### src/rtl/scc_params.svh
// Register map, field positions, reset values and timing counts of the sideband control block
`ifndef SCC_PARAMS_SVH
`define SCC_PARAMS_SVH

`define SCC_ADDR_CTRL        8'h03
`define SCC_ADDR_LINK_STAT   8'h0c
`define SCC_ADDR_GPIO0_CFG   8'h0d
`define SCC_ADDR_GPIO21_CFG  8'h0e
`define SCC_ADDR_GPIO3_CFG   8'h0f
`define SCC_ADDR_IRQ_CTRL    8'hc6
`define SCC_ADDR_IRQ_STAT    8'hc7

`define SCC_CTRL_FILT_BIT    4
`define SCC_LINK_DET_BIT     0
`define SCC_IRQ_GLOBAL_BIT   0
`define SCC_IRQ_LINK_BIT     1
`define SCC_IRQ_REMOTE_BIT   5

`define SCC_CTRL_RESET       8'h10
`define SCC_GPIO_CFG_RESET   8'h00
`define SCC_IRQ_CTRL_RESET   8'h00

`define SCC_GPIO_FWD_CODE    4'h3
`define SCC_GPIO_BACK_CODE   4'h5
`define SCC_GPIO3_FWD_CODE   4'h5
`define SCC_GPIO3_BACK_CODE  4'h3

`define SCC_FILT_MIN_PCLK    3
`define SCC_BC_SPF_NORMAL    4'h1
`define SCC_BC_SPF_FAST4     4'h6
`define SCC_BC_SPF_FAST2     4'ha
`define SCC_BC_SPF_FAST1     4'hf

`endif

### src/rtl/scc_pkg.sv
// Types shared by the sideband control block
package scc_pkg;

	typedef enum logic [2:0] {
		SCC_BC_NORMAL = 3'h0,
		SCC_BC_FAST1  = 3'h1,
		SCC_BC_FAST2  = 3'h2,
		SCC_BC_FAST4  = 3'h3
	} scc_bc_mode_e;

	typedef enum logic [1:0] {
		SCC_RATE_5M  = 2'h0,
		SCC_RATE_10M = 2'h1,
		SCC_RATE_20M = 2'h2
	} scc_bc_rate_e;

endpackage

### src/rtl/scc_pulse_filter.sv
// Minimum pulse width filter for one video control bit
`timescale 1ns/10ps
`default_nettype none
`include "scc_params.svh"

module scc_pulse_filter #(
	parameter int MIN_W = `SCC_FILT_MIN_PCLK
) (
	// Clock and reset
	input  wire logic i_core_clk,
	input  wire logic i_rst,
	// Control
	input  wire logic i_en,
	// Data
	input  wire logic i_in,
	output var  logic o_out
);

	localparam int CW = $clog2(MIN_W + 1);

	logic [CW-1:0] cnt_r;
	logic          out_r;
	wire           differs = (i_in != out_r);
	wire           held    = (cnt_r == CW'(MIN_W - 1));

	always_ff @(posedge i_core_clk or posedge i_rst) begin
		if (i_rst) begin
			cnt_r <= '0;
			out_r <= 1'b0;
		end else if (!i_en) begin
			cnt_r <= '0;
			out_r <= i_in;
		end else if (!differs) begin
			cnt_r <= '0;
		end else if (held) begin
			cnt_r <= '0;
			out_r <= i_in;
		end else begin
			cnt_r <= cnt_r + CW'(1);
		end
	end

	assign o_out = out_r;
endmodule // scc_pulse_filter

`default_nettype wire

### src/rtl/scc_sideband.sv
// Sideband control of the video serializer: filters, power-down, link status, interrupts, link GPIOs
//
// The plain strobed port and the register offsets were left to the implementer.
`timescale 1ns/10ps
`default_nettype none
`include "scc_params.svh"

module scc_sideband #(
	parameter logic [3:0] GPIO3_FWD_CODE  = `SCC_GPIO3_FWD_CODE,
	parameter logic [3:0] GPIO3_BACK_CODE = `SCC_GPIO3_BACK_CODE,
	parameter int         FILT_MIN_PCLK   = `SCC_FILT_MIN_PCLK
) (
	// Clock and reset
	input  wire logic       i_core_clk,
	input  wire logic       i_rst,
	// Register port
	input  wire logic [7:0] i_reg_addr,
	input  wire logic [7:0] i_reg_wdata,
	input  wire logic       i_reg_wr,
	input  wire logic       i_reg_rd,
	output var  logic [7:0] o_reg_rdata,
	// Video control bits, pixel clock domain
	input  wire logic       i_horiz_sync,
	input  wire logic       i_vert_sync,
	input  wire logic       i_pixel_valid,
	output var  logic       o_horiz_sync,
	output var  logic       o_vert_sync,
	output var  logic       o_pixel_valid,
	// Power and link pins
	input  wire logic       i_power_down_n,
	input  wire logic       i_link_up,
	input  wire logic       i_link_fault,
	output var  logic       o_powered_down,
	// Interrupts
	input  wire logic       i_remote_irq_in_n,
	output var  logic       o_irq_out_n,
	output var  logic       o_remote_irq_mirror_n,
	// Back channel decoder
	input  wire logic [2:0] i_ctrl_channel_mode,
	input  wire logic       i_backchan_high_rate,
	input  wire logic       i_backchan_rate_sel,
	input  wire logic       i_bc_frame_start,
	input  wire logic       i_bc_sample,
	input  wire logic [3:0] i_bc_gpio,
	// Link GPIO pins and forward channel
	input  wire logic [3:0] i_gpio_in,
	output var  logic [3:0] o_gpio_out,
	output var  logic [3:0] o_gpio_oe,
	output var  logic [3:0] o_fwd_gpio
);

	// Pin synchroniser: {power_down_n, link_up, link_fault, gpio[3:0]}
	logic [6:0] pin_meta_r;
	logic [6:0] pin_sync_r;

	always_ff @(posedge i_core_clk or posedge i_rst) begin
		if (i_rst) begin
			pin_meta_r <= 7'h00;
			pin_sync_r <= 7'h00;
		end else begin
			pin_meta_r <= {i_power_down_n, i_link_up, i_link_fault, i_gpio_in};
			pin_sync_r <= pin_meta_r;
		end
	end

	wire       pdn_n_s   = pin_sync_r[6];
	wire       link_up_s = pin_sync_r[5];
	wire       fault_s   = pin_sync_r[4];
	wire [3:0] gpio_in_s = pin_sync_r[3:0];
	// Any fault kind collapses onto one bit
	wire       link_ok   = link_up_s && !fault_s;

	// Registers
	logic [7:0] ctrl_r;
	logic [7:0] gpio0_cfg_r;
	logic [7:0] gpio21_cfg_r;
	logic [7:0] gpio3_cfg_r;
	logic [7:0] irq_ctrl_r;
	logic       stat_link_r;
	logic       stat_remote_r;
	logic       link_ok_q_r;
	logic       rem_q_r;

	wire wr_ctrl   = i_reg_wr && (i_reg_addr == `SCC_ADDR_CTRL);
	wire wr_gpio0  = i_reg_wr && (i_reg_addr == `SCC_ADDR_GPIO0_CFG);
	wire wr_gpio21 = i_reg_wr && (i_reg_addr == `SCC_ADDR_GPIO21_CFG);
	wire wr_gpio3  = i_reg_wr && (i_reg_addr == `SCC_ADDR_GPIO3_CFG);
	wire wr_irq    = i_reg_wr && (i_reg_addr == `SCC_ADDR_IRQ_CTRL);
	wire rd_stat   = i_reg_rd && (i_reg_addr == `SCC_ADDR_IRQ_STAT);

	// Events; the set term wins over a same-cycle clear by read
	wire rem_fall  = rem_q_r && !i_remote_irq_in_n && link_ok;
	wire link_lost = link_ok_q_r && !link_ok;

	wire irq_glb   = irq_ctrl_r[`SCC_IRQ_GLOBAL_BIT];
	wire irq_any   = irq_glb && ((stat_remote_r && irq_ctrl_r[`SCC_IRQ_REMOTE_BIT]) ||
	                             (stat_link_r && irq_ctrl_r[`SCC_IRQ_LINK_BIT]));

	always_ff @(posedge i_core_clk or posedge i_rst) begin
		if (i_rst) begin
			ctrl_r       <= `SCC_CTRL_RESET;
			gpio0_cfg_r  <= `SCC_GPIO_CFG_RESET;
			gpio21_cfg_r <= `SCC_GPIO_CFG_RESET;
			gpio3_cfg_r  <= `SCC_GPIO_CFG_RESET;
			irq_ctrl_r   <= `SCC_IRQ_CTRL_RESET;
		end else if (!pdn_n_s) begin
			ctrl_r       <= `SCC_CTRL_RESET;
			gpio0_cfg_r  <= `SCC_GPIO_CFG_RESET;
			gpio21_cfg_r <= `SCC_GPIO_CFG_RESET;
			gpio3_cfg_r  <= `SCC_GPIO_CFG_RESET;
			irq_ctrl_r   <= `SCC_IRQ_CTRL_RESET;
		end else begin
			if (wr_ctrl)   ctrl_r       <= i_reg_wdata;
			if (wr_gpio0)  gpio0_cfg_r  <= i_reg_wdata;
			if (wr_gpio21) gpio21_cfg_r <= i_reg_wdata;
			if (wr_gpio3)  gpio3_cfg_r  <= i_reg_wdata;
			if (wr_irq)    irq_ctrl_r   <= i_reg_wdata;
		end
	end

	always_ff @(posedge i_core_clk or posedge i_rst) begin
		if (i_rst) begin
			stat_link_r   <= 1'b0;
			stat_remote_r <= 1'b0;
			link_ok_q_r   <= 1'b0;
			rem_q_r       <= 1'b1;
		end else begin
			link_ok_q_r   <= link_ok;
			rem_q_r       <= i_remote_irq_in_n;
			if (!pdn_n_s) begin
				stat_link_r   <= 1'b0;
				stat_remote_r <= 1'b0;
			end else begin
				stat_link_r   <= link_lost || (stat_link_r && !rd_stat);
				stat_remote_r <= rem_fall || (stat_remote_r && !rd_stat);
			end
		end
	end

	// Back channel mode decode
	scc_pkg::scc_bc_mode_e bc_mode;
	scc_pkg::scc_bc_rate_e bc_rate;
	logic [3:0]            spf;
	logic [2:0]            n_lanes;

	assign bc_mode = scc_pkg::scc_bc_mode_e'(i_ctrl_channel_mode);
	assign bc_rate = i_backchan_high_rate ? scc_pkg::SCC_RATE_20M :
	                 (i_backchan_rate_sel ? scc_pkg::SCC_RATE_10M : scc_pkg::SCC_RATE_5M);

	always_comb begin
		case (bc_mode)
			scc_pkg::SCC_BC_NORMAL: begin
				spf     = `SCC_BC_SPF_NORMAL;
				n_lanes = 3'h4;
			end
			scc_pkg::SCC_BC_FAST4: begin
				spf     = `SCC_BC_SPF_FAST4;
				n_lanes = 3'h4;
			end
			scc_pkg::SCC_BC_FAST2: begin
				spf     = `SCC_BC_SPF_FAST2;
				n_lanes = 3'h2;
			end
			scc_pkg::SCC_BC_FAST1: begin
				spf     = `SCC_BC_SPF_FAST1;
				n_lanes = 3'h1;
			end
			default: begin
				// SPI and reserved modes carry no back-channel GPIO
				spf     = 4'h0;
				n_lanes = 3'h0;
			end
		endcase
	end

	// Samples past the mode's per-frame count are dropped
	logic [3:0] smp_cnt_r;
	wire  [3:0] smp_base = i_bc_frame_start ? 4'h0 : smp_cnt_r;
	wire        bc_take  = i_bc_sample && link_ok && (smp_base < spf);

	always_ff @(posedge i_core_clk or posedge i_rst) begin
		if (i_rst) begin
			smp_cnt_r <= 4'h0;
		end else begin
			smp_cnt_r <= smp_base + {3'h0, bc_take};
		end
	end

	// Per-lane GPIO configuration
	logic [3:0][3:0] lane_cfg;
	logic [3:0]      lane_fwd;
	logic [3:0]      lane_back;
	logic [3:0]      bc_val_r;
	logic [3:0]      gpio_out_r;
	logic [3:0]      gpio_oe_r;
	logic [3:0]      fwd_gpio_r;

	assign lane_cfg = {gpio3_cfg_r[3:0], gpio21_cfg_r[7:4], gpio21_cfg_r[3:0], gpio0_cfg_r[3:0]};

	genvar g;
	generate
		for (g = 0; g < 4; g++) begin : g_lane
			wire [3:0] fwd_code  = (g == 3) ? GPIO3_FWD_CODE  : `SCC_GPIO_FWD_CODE;
			wire [3:0] back_code = (g == 3) ? GPIO3_BACK_CODE : `SCC_GPIO_BACK_CODE;
			wire       lane_ok   = (3'(g) < n_lanes);
			assign lane_fwd[g]  = (lane_cfg[g] == fwd_code);
			assign lane_back[g] = (lane_cfg[g] == back_code);

			always_ff @(posedge i_core_clk or posedge i_rst) begin
				if (i_rst) begin
					bc_val_r[g]   <= 1'b0;
					gpio_out_r[g] <= 1'b0;
					gpio_oe_r[g]  <= 1'b0;
					fwd_gpio_r[g] <= 1'b0;
				end else begin
					if (bc_take && lane_ok) bc_val_r[g] <= i_bc_gpio[g];
					gpio_out_r[g] <= bc_val_r[g];
					gpio_oe_r[g]  <= lane_back[g] && pdn_n_s;
					fwd_gpio_r[g] <= lane_fwd[g] && gpio_in_s[g];
				end
			end
		end
	endgenerate

	// Video control filters; vertical sync is slow by contract and passes through
	logic vs_r;

	scc_pulse_filter #(
		.MIN_W(FILT_MIN_PCLK)
	) u_filt_hsync (
		.i_core_clk(i_core_clk),
		.i_rst     (i_rst),
		.i_en      (ctrl_r[`SCC_CTRL_FILT_BIT]),
		.i_in      (i_horiz_sync),
		.o_out     (o_horiz_sync)
	);

	scc_pulse_filter #(
		.MIN_W(FILT_MIN_PCLK)
	) u_filt_valid (
		.i_core_clk(i_core_clk),
		.i_rst     (i_rst),
		.i_en      (ctrl_r[`SCC_CTRL_FILT_BIT]),
		.i_in      (i_pixel_valid),
		.o_out     (o_pixel_valid)
	);

	// Outputs and read port
	logic       irq_n_r;
	logic       mirror_n_r;
	logic       pd_r;
	logic [7:0] rdata_r;
	logic [7:0] rd_mux;

	wire [7:0] link_stat_val = {1'b0, i_ctrl_channel_mode, 1'b0, bc_rate, link_ok};
	wire [7:0] irq_stat_val  = {2'h0, stat_remote_r, 3'h0, stat_link_r, irq_any};

	assign rd_mux = (i_reg_addr == `SCC_ADDR_CTRL)       ? ctrl_r :
	                (i_reg_addr == `SCC_ADDR_LINK_STAT)  ? link_stat_val :
	                (i_reg_addr == `SCC_ADDR_GPIO0_CFG)  ? gpio0_cfg_r :
	                (i_reg_addr == `SCC_ADDR_GPIO21_CFG) ? gpio21_cfg_r :
	                (i_reg_addr == `SCC_ADDR_GPIO3_CFG)  ? gpio3_cfg_r :
	                (i_reg_addr == `SCC_ADDR_IRQ_CTRL)   ? irq_ctrl_r :
	                (i_reg_addr == `SCC_ADDR_IRQ_STAT)   ? irq_stat_val : 8'h00;

	always_ff @(posedge i_core_clk or posedge i_rst) begin
		if (i_rst) begin
			irq_n_r    <= 1'b1;
			mirror_n_r <= 1'b1;
			pd_r       <= 1'b1;
			vs_r       <= 1'b0;
			rdata_r    <= 8'h00;
		end else begin
			irq_n_r    <= !irq_any;
			mirror_n_r <= link_ok ? i_remote_irq_in_n : 1'b1;
			pd_r       <= !pdn_n_s;
			vs_r       <= i_vert_sync;
			rdata_r    <= i_reg_rd ? rd_mux : 8'h00;
		end
	end

	assign o_irq_out_n           = irq_n_r;
	assign o_remote_irq_mirror_n = mirror_n_r;
	assign o_powered_down        = pd_r;
	assign o_vert_sync           = vs_r;
	assign o_reg_rdata           = rdata_r;
	assign o_gpio_out            = gpio_out_r;
	assign o_gpio_oe             = gpio_oe_r;
	assign o_fwd_gpio            = fwd_gpio_r;
endmodule // scc_sideband

`default_nettype wire

### config.mk
export PLATFORM = sky130hd
export DESIGN_NAME = scc_sideband
export DESIGN_NICKNAME = d
export VERILOG_FILES = /design/src/rtl/scc_pkg.sv /design/src/rtl/scc_pulse_filter.sv /design/src/rtl/scc_sideband.sv
export VERILOG_INCLUDE_DIRS = /design/src /design/src/rtl
export SDC_FILE = /design/constraint.sdc
export NUM_CORES = 1
export LEC_CHECK = 0
export BUFFER_PORTS_ARGS = -buffer_cell sky130_fd_sc_hd__clkbuf_2
export CORE_UTILIZATION = 50
export CTS_CLUSTER_DIAMETER = 100
export DETAILED_ROUTE_END_ITERATION = 10
export PLACE_DENSITY = 0.87
export RECOVER_POWER = 25
export SYNTH_ARGS = -nofsm -noshare
export SYNTH_HDL_FRONTEND = slang
export SYNTH_SLANG_ARGS = --single-unit
### constraint.sdc
create_clock -name i_core_clk -period 2.7 [get_ports i_core_clk]
set_input_delay 0.135 -clock i_core_clk [delete_from_list [all_inputs] [get_ports i_core_clk]]
set_output_delay 0.135 -clock i_core_clk [all_outputs]
set_load 0.02 [all_outputs]
==> results.md, run 1 <==
* Area of the placeable core at 7888 µm²
* Initial core utilization at 52.71%
* Synth Area in Compound Gates at 8.546%
* WL/cell at 16.57 µm
* Worst-case setup slack after placement at 668.3 ps
* Number of input and output port buffers inserted at 67
* Total clock sinks at 96
* Summed negative setup slack over all endpoints at 0 ps
* Global Route Usage Sum at 23.30%
* Critical path data arrival time at 2290 ps
* Number of levels the H-tree was split into at 3
* Source-to-sink clock delay at the later pin of the worst-skew pair at 380 ps
* Via count of the first global-routing pass at 3065
* EDFF count, synth at 0
* Yosys top cell by area: sky130_fd_sc_hd__dfrtp_1
* Leakage power at 2.493 nW
* Number of flip-flops and latches in the synthesized netlist at 96
* Pin count of the biggest net entering global routing at 77
* Type of destination of the critical path: flip-flop
* Placed wire-length estimate at 6.605 mm
* Clock tree from TritonCTS: done
* Highest Clock Rate at 490.0 MHz
* Gr ovfl total at 0
* Post-route clock period utilization at 75.59%
* Post-Synth Adder-Cell Area at 1.505%
* CTS clock-pin slew for the worst setup and hold paths at 100 ps
* Rel. slew slack at 22.33%
* Number of nets in the synthesized netlist at 418
* Setup repair after global routing missed its margin: false
* Final Setup Violations at 0
* Final ANT Viol Nets at 0
* Area enclosed by the die boundary at 8684 µm²
* Main flop type after synthesis: sky130_fd_sc_hd__dfrtp_1
* Ranking of synthesized cells by area: sky130_fd_sc_hd__dfrtp_1 55%, sky130_fd_sc_hd__mux2i_1 8.7%, sky130_fd_sc_hd__nor2_1 4.5%, sky130_fd_sc_hd__dfstp_2 3.2%, sky130_fd_sc_hd__nand2_1 3.2%
* Instance count of the mapped netlist at 371
* # Max-Cap Violations at 0
* Top cell type's share of synthesized area at 54.77%
* Max VDD drop at 0.2529 mV
* Sort of element at the start of the critical path: flip-flop
* Post-detailed-route via-to-cell ratio at 5.592
* Part of the Yosys area used for sequential elements at 57.93%
* Total count of max-transition violations in the final report at 0
* Final worst-path setup slack at 659.1 ps
* Final Skew at 15.61 ps
* Endpoints failing hold at 0
* Power per cell area at 564.0 nW/µm²
* Row count at 32
* 1st-pass router iterations at 5
* Total via count in the routed design at 3137
* Post-layout total power at 0.002771 W
* Cell variety after synth at 52
* Detailed Route Iter0 Violations at 341
* Net count reported at finish at 501
* Avg Synthesized Cell Area at 11.21 µm²
* Clock root buffer: sky130_fd_sc_hd__clkbuf_8
* Path type of the worst setup path: flip-flop to flip-flop
* Combined area of all synthesized cells at 4158 µm²
* Overall die height at 93.19 µm
* Share of cell area taken by muxes after synthesis at 10.29%
* Number of top-level pins at 68
* Dominant combinational cell family by area after synthesis: simple AND/OR/NAND/NOR gates
* Sum of routed wire length over all layers at 9.293 mm
* Ys async rst share at 100.0%
* RePlAce Congestion at 1.043
* Share of final-layout standard cells stronger than drive strength 1 at 23.75%
* List of most frequent post-synthesis cells: 91 x sky130_fd_sc_hd__dfrtp_1, 50 x sky130_fd_sc_hd__nor2_1, 36 x sky130_fd_sc_hd__mux2i_1
* Area share of xor/xnor cells in the synthesized design at 1.053%
* CP Data Required Time at 2950 ps
* Max Buffers Root-to-Sink at 2
* Layout Area Growth over Synthesis at 18.18%
* Type of the most critical hold path: primary input to flip-flop
* Min cycle time layout at 2041 ps
* Global-route wire length before repair at 15.13 mm
* Yosys warning total at 0
* Worst Tran Pin Value at 1158 ps
* Most frequent cell after synthesis: sky130_fd_sc_hd__dfrtp_1
* Crit path max fanout at 42
* Remaining design rule violation count at 0
* Share of synthesized cell area in and, or, nand and nor gates at 18.36%
* Die X at 93.19 µm
* Run status: completed
* Number of filler instances in the final layout at 623
* Initial antenna violation count at 0
* Number of diodes added for antenna fixing at 0
* CTS buffer count at 9
-- cell families after synthesis --
logic type      after synthesis
buf+inv                      22
fa+ha+maj                     5
xor+xnor                      5
mux                          42
flops                        96
simple gates                146
compound gates               55
-- through the flow --
stage	utilization [%]	area, µm²	hold WS [ps]	instances
after floorplan	-	4158	139.5	371
after global placement	58.34	4602	108.4	531
after detailed placement	58.34	4602	113.1	531
after CTS	62.29	4913	3.382	561
after global routing	62.29	4913	14.35	561
final	62.29	4913	8.042	561
-- final timing paths --
check,startpoint,to,slack [ps],depth (start not counted)
max,pin_sync_r[6],gpio0_cfg_r[1],660,2
min,i_bc_gpio[3],bc_val_r[3],8,2
max reg2reg,pin_sync_r[6],gpio0_cfg_r[1],660,2
min reg2reg,pin_meta_r[6],pin_sync_r[6],350,0
max in group asynchronous,i_rst,o_remote_irq_mirror_n,1360,4
min in group asynchronous,i_rst,o_reg_rdata[2],440,3
-- critical path: stages (launching register included) --
cell and delay [ps]:
sky130_fd_sc_hd__dfrtp_1 490, sky130_fd_sc_hd__clkinv_1 950, sky130_fd_sc_hd__a21oi_1 470
-- sequential cells by signal, indices dropped and copies added (netlist names), 4 cells and up --
name,flops
o_fwd_gpio,4
pin_meta_r,7
irq_ctrl_r,8
o_reg_rdata,8
ctrl_r,8
gpio3_cfg_r,8
pin_sync_r,7
smp_cnt_r,4
gpio21_cfg_r,8
o_gpio_out,4
gpio0_cfg_r,8
bc_val_r,4
o_gpio_oe,4
-- cell type report --
type	count	area [µm²]	share of cell area (%)
sequential	96	2409	49.02
multi-input combinational	253	1653	33.64
timing repair buffer	85	518.0	10.54
clock buffer	10	127.6	2.597
tap	102	127.6	2.597
clock inverter	6	43.79	0.8913
inverter	9	35.03	0.7130
-- cell usage in the layout, fill, tap and decap left out, types with 2 or more instances in the layout --
cell,instances
sky130_fd_sc_hd__or3_1,3
sky130_fd_sc_hd__nand3b_1,2
sky130_fd_sc_hd__clkbuf_8,9
sky130_fd_sc_hd__mux2i_1,36
sky130_fd_sc_hd__nor3_1,12
sky130_fd_sc_hd__o32ai_1,2
sky130_fd_sc_hd__ha_1,5
sky130_fd_sc_hd__nand3_1,8
sky130_fd_sc_hd__clkinv_2,2
sky130_fd_sc_hd__dlygate4sd3_1,14
sky130_fd_sc_hd__dfrtp_1,91
sky130_fd_sc_hd__dfstp_2,4
sky130_fd_sc_hd__nor2b_1,7
sky130_fd_sc_hd__a31oi_1,2
sky130_fd_sc_hd__nor4bb_1,2
sky130_fd_sc_hd__o221a_2,3
sky130_fd_sc_hd__clkbuf_2,67
sky130_fd_sc_hd__and3_1,3
sky130_fd_sc_hd__o31ai_1,5
sky130_fd_sc_hd__nand2_1,35
sky130_fd_sc_hd__mux2_2,6
sky130_fd_sc_hd__o21ai_0,7
sky130_fd_sc_hd__a22oi_1,4
sky130_fd_sc_hd__xor2_1,3
sky130_fd_sc_hd__nand2b_1,10
sky130_fd_sc_hd__o22ai_1,4
sky130_fd_sc_hd__xnor2_1,2
sky130_fd_sc_hd__inv_6,2
sky130_fd_sc_hd__a21oi_1,21
sky130_fd_sc_hd__nor4b_1,2
sky130_fd_sc_hd__buf_4,3
sky130_fd_sc_hd__nor2_1,50
sky130_fd_sc_hd__inv_1,7
-- metal layers --
metal | track usage (%) | up-vias | wire length, µm
li1 | - | 1461 | -
met5 | 0 | - | 0
met4 | 12.44 | 0 | 327
met1 | 31.29 | 1525 | 4074
met3 | 4.797 | 30 | 518
met2 | 35.72 | 121 | 4372
-- power by group --
| part | total [W] | switching, W | leakage [nW] | internal, W |
|---|---|---|---|---|
| Combinational | 0.000350 | 0.000205 | 1.14 | 0.000145 |
| Sequential | 0.00158 | 0.0000484 | 1.26 | 0.00153 |
| Clock | 0.000844 | 0.000504 | 0.0870 | 0.000340 |
| Total | 0.00277 | 0.000757 | 2.49 | 0.00201 |
-- what timing repair did --
item                      4_1_cts  5_1_grt
buffers inserted                0        0
hold buffers                   14        0
hold endpoints to repair       34        0
resized for setup               0        0
Power figures use the tool's default switching activity.
==> run 2, diff against run 1 <==
- clock period: 2.7 -> 1.8 ns (I/O delays scaled with it)
==> run 2 against run 1 <==
Power rose by 63%. Highest routed layer unchanged. The run now ends with setup timing left. Non-clock buffer count rose by 28. Largest power group unchanged. Setup slack got worse by 710 ps.
==> results.md, run 2 (synthesized netlist as in run 1, its figures left out) <==
* Final ANT Viol Nets at 0 (unchanged)
* Type of the most critical hold path: primary input to flip-flop (unchanged)
* Final Setup Violations at 5 (was 0)
* CTS clock-pin slew for the worst setup and hold paths at 100 ps (about the same)
* Layout Cells excl Fill at 589 (was 561)
* Critical path data arrival time at 2120 ps (was 2290 ps)
* Min cycle time layout at 1854 ps (was 2041 ps)
* Number of input and output port buffers inserted at 67 (unchanged)
* CP max stage cell: sky130_fd_sc_hd__dfrtp_1 (was sky130_fd_sc_hd__clkinv_1)
* Source-to-sink clock delay at the later pin of the worst-skew pair at 370 ps (was 380 ps)
* Gr ovfl total at 0 (unchanged)
* Post-route clock period utilization at 103.0% (was 75.59%)
* Switching share of power at 26.17% (was 27.33%)
* Number of levels the H-tree was split into at 3 (unchanged)
* Number of cell instances on the worst register-to-register path at 9 (was 2)
* Total via count in the routed design at 3334 (was 3137)
* Final worst-path setup slack at -53.79 ps (was 659.1 ps)
* Pin count of the biggest net entering global routing at 97 (was 77)
* Most frequent cells in the layout: 91 x sky130_fd_sc_hd__dfrtp_1, 65 x sky130_fd_sc_hd__clkbuf_2, 48 x sky130_fd_sc_hd__nor2_1, 36 x sky130_fd_sc_hd__mux2i_1, 35 x sky130_fd_sc_hd__nand2_1 (was 91 x sky130_fd_sc_hd__dfrtp_1, 67 x sky130_fd_sc_hd__clkbuf_2, 50 x sky130_fd_sc_hd__nor2_1, 36 x sky130_fd_sc_hd__mux2i_1, 35 x sky130_fd_sc_hd__nand2_1)
* WL/cell at 17.76 µm (was 16.57 µm)
* Area enclosed by the die boundary at 8684 µm² (unchanged)
* Clock tree from TritonCTS: done (unchanged)
* Worst Tran Pin Value at 1257 ps (was 1158 ps)
* Initial core utilization at 52.71% (unchanged)
* Global-route wire length before repair at 16.66 mm (was 15.13 mm)
* Placed wire-length estimate at 6.845 mm (was 6.605 mm)
* Sequential group share of total power at 52.3% (was 56.9%)
* CP Data Required Time at 2070 ps (was 2950 ps)
* Layout Area Growth over Synthesis at 27.32% (was 18.18%)
* Power dissipated by switching net loads at 0.001186 W (was 0.0007574 W)
* Number of top-level pins at 68 (unchanged)
* Most common library cell in the layout ignoring fill and taps: sky130_fd_sc_hd__dfrtp_1 (unchanged)
* Run status: finished, violations left (was completed)
* Family of cells with the greatest summed delay on the critical path: adder cells (was buffers and inverters)
* Sum of routed wire length over all layers at 10.46 mm (was 9.293 mm)
* Global Route Usage Sum at 25.55% (was 23.30%)
* Violated checks: setup timing
* RePlAce Congestion at 0.9357 (was 1.043)
* Overall die height at 93.19 µm (unchanged)
* Post-detailed-route via-to-cell ratio at 5.660 (was 5.592)
* Final cell area excluding filler cells at 5294 µm² (was 4913 µm²)
* Share of final-layout standard cells stronger than drive strength 1 at 30.18% (was 23.75%)
* Remaining design rule violation count at 0 (unchanged)
* Rel. slew slack at 16.19% (was 22.33%)
* Final Skew at 9.982 ps (was 15.61 ps)
* Number of diodes added for antenna fixing at 0 (unchanged)
* Count of cell instances traversed by the critical path at 9 (was 2)
* Clk pwr share at 34.7% (was 30.5%)
* Power per cell area at 855.9 nW/µm² (was 564.0 nW/µm²)
* Area of placed instances at 4760 µm² (was 4602 µm²)
* Number of buffer and inverter instances along the worst setup path at 0 (was 1)
* Highest Clock Rate at 539.4 MHz (was 490.0 MHz)
* Cell chain of the critical path: nor2b_4 > ha_4 > o31ai_2 > a21o_1 > nor2b_4 > ha_4 > nand3_2 > xor2_1 > nor2_1 (was clkinv_1 > a21oi_1)
* Die X at 93.19 µm (unchanged)
* Total placed cells including tap cells at 550 (was 531)
* Max Buffers Root-to-Sink at 2 (unchanged)
* Total clock sinks at 96 (unchanged)
* CTS buffer count at 9 (unchanged)
* Area of the placeable core at 7888 µm² (unchanged)
* Total count of max-transition violations in the final report at 0 (unchanged)
* Detailed Route Iter0 Violations at 255 (was 341)
* Type of destination of the critical path: flip-flop (unchanged)
* Post-layout total power at 0.004531 W (was 0.002771 W)
* Row count at 32 (unchanged)
* # Max-Cap Violations at 0 (unchanged)
* Leakage power at 2.656 nW (was 2.493 nW)
* Setup repair after global routing missed its margin: true (was false)
* Internal power contribution at 0.003345 W (was 0.002014 W)
* Initial antenna violation count at 0 (unchanged)
* Clock root buffer: sky130_fd_sc_hd__clkbuf_8 (unchanged)
* Crit-path max cell delay at 410 ps (was 950 ps)
* Share of the core filled with cells at 67.12% (was 62.29%)
* Max VDD drop at 0.3642 mV (was 0.2529 mV)
* Endpoints failing hold at 0 (unchanged)
* Part of the total power dissipated in combinational logic at 13.0% (was 12.6%)
* Sort of element at the start of the critical path: flip-flop (unchanged)
* Cell depth of the worst hold path at 3 (was 2)
* Crit path max fanout at 2 (was 42)
* Via count of the first global-routing pass at 3325 (was 3065)
* 1st-pass router iterations at 5 (unchanged)
* Net count reported at finish at 529 (was 501)
* Path type of the worst setup path: flip-flop to flip-flop (unchanged)
==> run 2: changes by cell type in the layout (fill, tap and decap cells not counted), sizes merged <==
cell / change
buf: +24
dlygate4sd3: +3
bufinv: +2
clkinv: -2
clkinvlp: +1
==> run 2: timing repair <==
action,CTS,global route
endpoints found under the hold margin,108,0
setup endpoints to repair,5,5
hold buffers,17,0
pin swaps,4,7
gates resized for setup,16,6
setup buffers,2,4
==> run 2: power groups by stage <==
stage | clock network (W) | registers (W) | logic [W]
floorplan | 0 | 0.00246 | 0.000253
global placement | 0 | 0.00240 | 0.000516
detailed placement | 0 | 0.00241 | 0.000534
CTS | 0.00159 | 0.00237 | 0.000584
global route | 0.00170 | 0.00239 | 0.000645
finish | 0.00157 | 0.00237 | 0.000589
==> run 2: worst min-delay path, delay by kind of cell <==
family / cells / cell delay, ps
AO/OA/AOI/OAI: 1 / 50
AND/OR/NAND/NOR: 1 / 90
buffers and inverters: 1 / 130
==> run 2: area by class of cell <==
class | instances | area, µm²
Multi-Input combinational cell | 253 | 1758
Inverter | 9 | 37.54
Clock buffer | 9 | 123.9
Clock inverter | 7 | 101.3
Timing Repair Buffer | 113 | 737.0
Fill cell | 586 | 2594
Tap cell | 102 | 127.6
Sequential cell | 96 | 2409
==> run 2: path summary, 6_finish.rpt <==
kind	slack, ps	from	endpoint
max	-50	smp_cnt_r[1]	smp_cnt_r[3]
min	20	i_reg_wdata[3]	gpio0_cfg_r[3]
max reg2reg	-50	smp_cnt_r[1]	smp_cnt_r[3]
min reg2reg	360	pin_meta_r[1]	pin_sync_r[1]
max in group asynchronous	260	i_rst	pin_meta_r[6]
min in group asynchronous	760	i_rst	bc_val_r[2]
==> run 2: stage by stage <==
stage,worst slack (ps),TNS [ps],hold slack (ps)
after floorplan,25.04,0,94.48
after global placement,33.68,0,193.8
after detailed placement,-66.91,-153.2,195.7
after CTS,11.54,0,9.681
after global routing,-94.02,-328.1,26.38
final,-53.79,-146.6,21.38
==> run 2: routing by layer <==
metal / routed length, µm / vias up / GRT usage (%)
met4: 182 / 0 / 8.846
met2: 5332 / 138 / 42.28
li1: - / 1519 / -
met3: 587 / 18 / 5.610
met5: 0 / - / 0
met1: 4357 / 1659 / 33.30
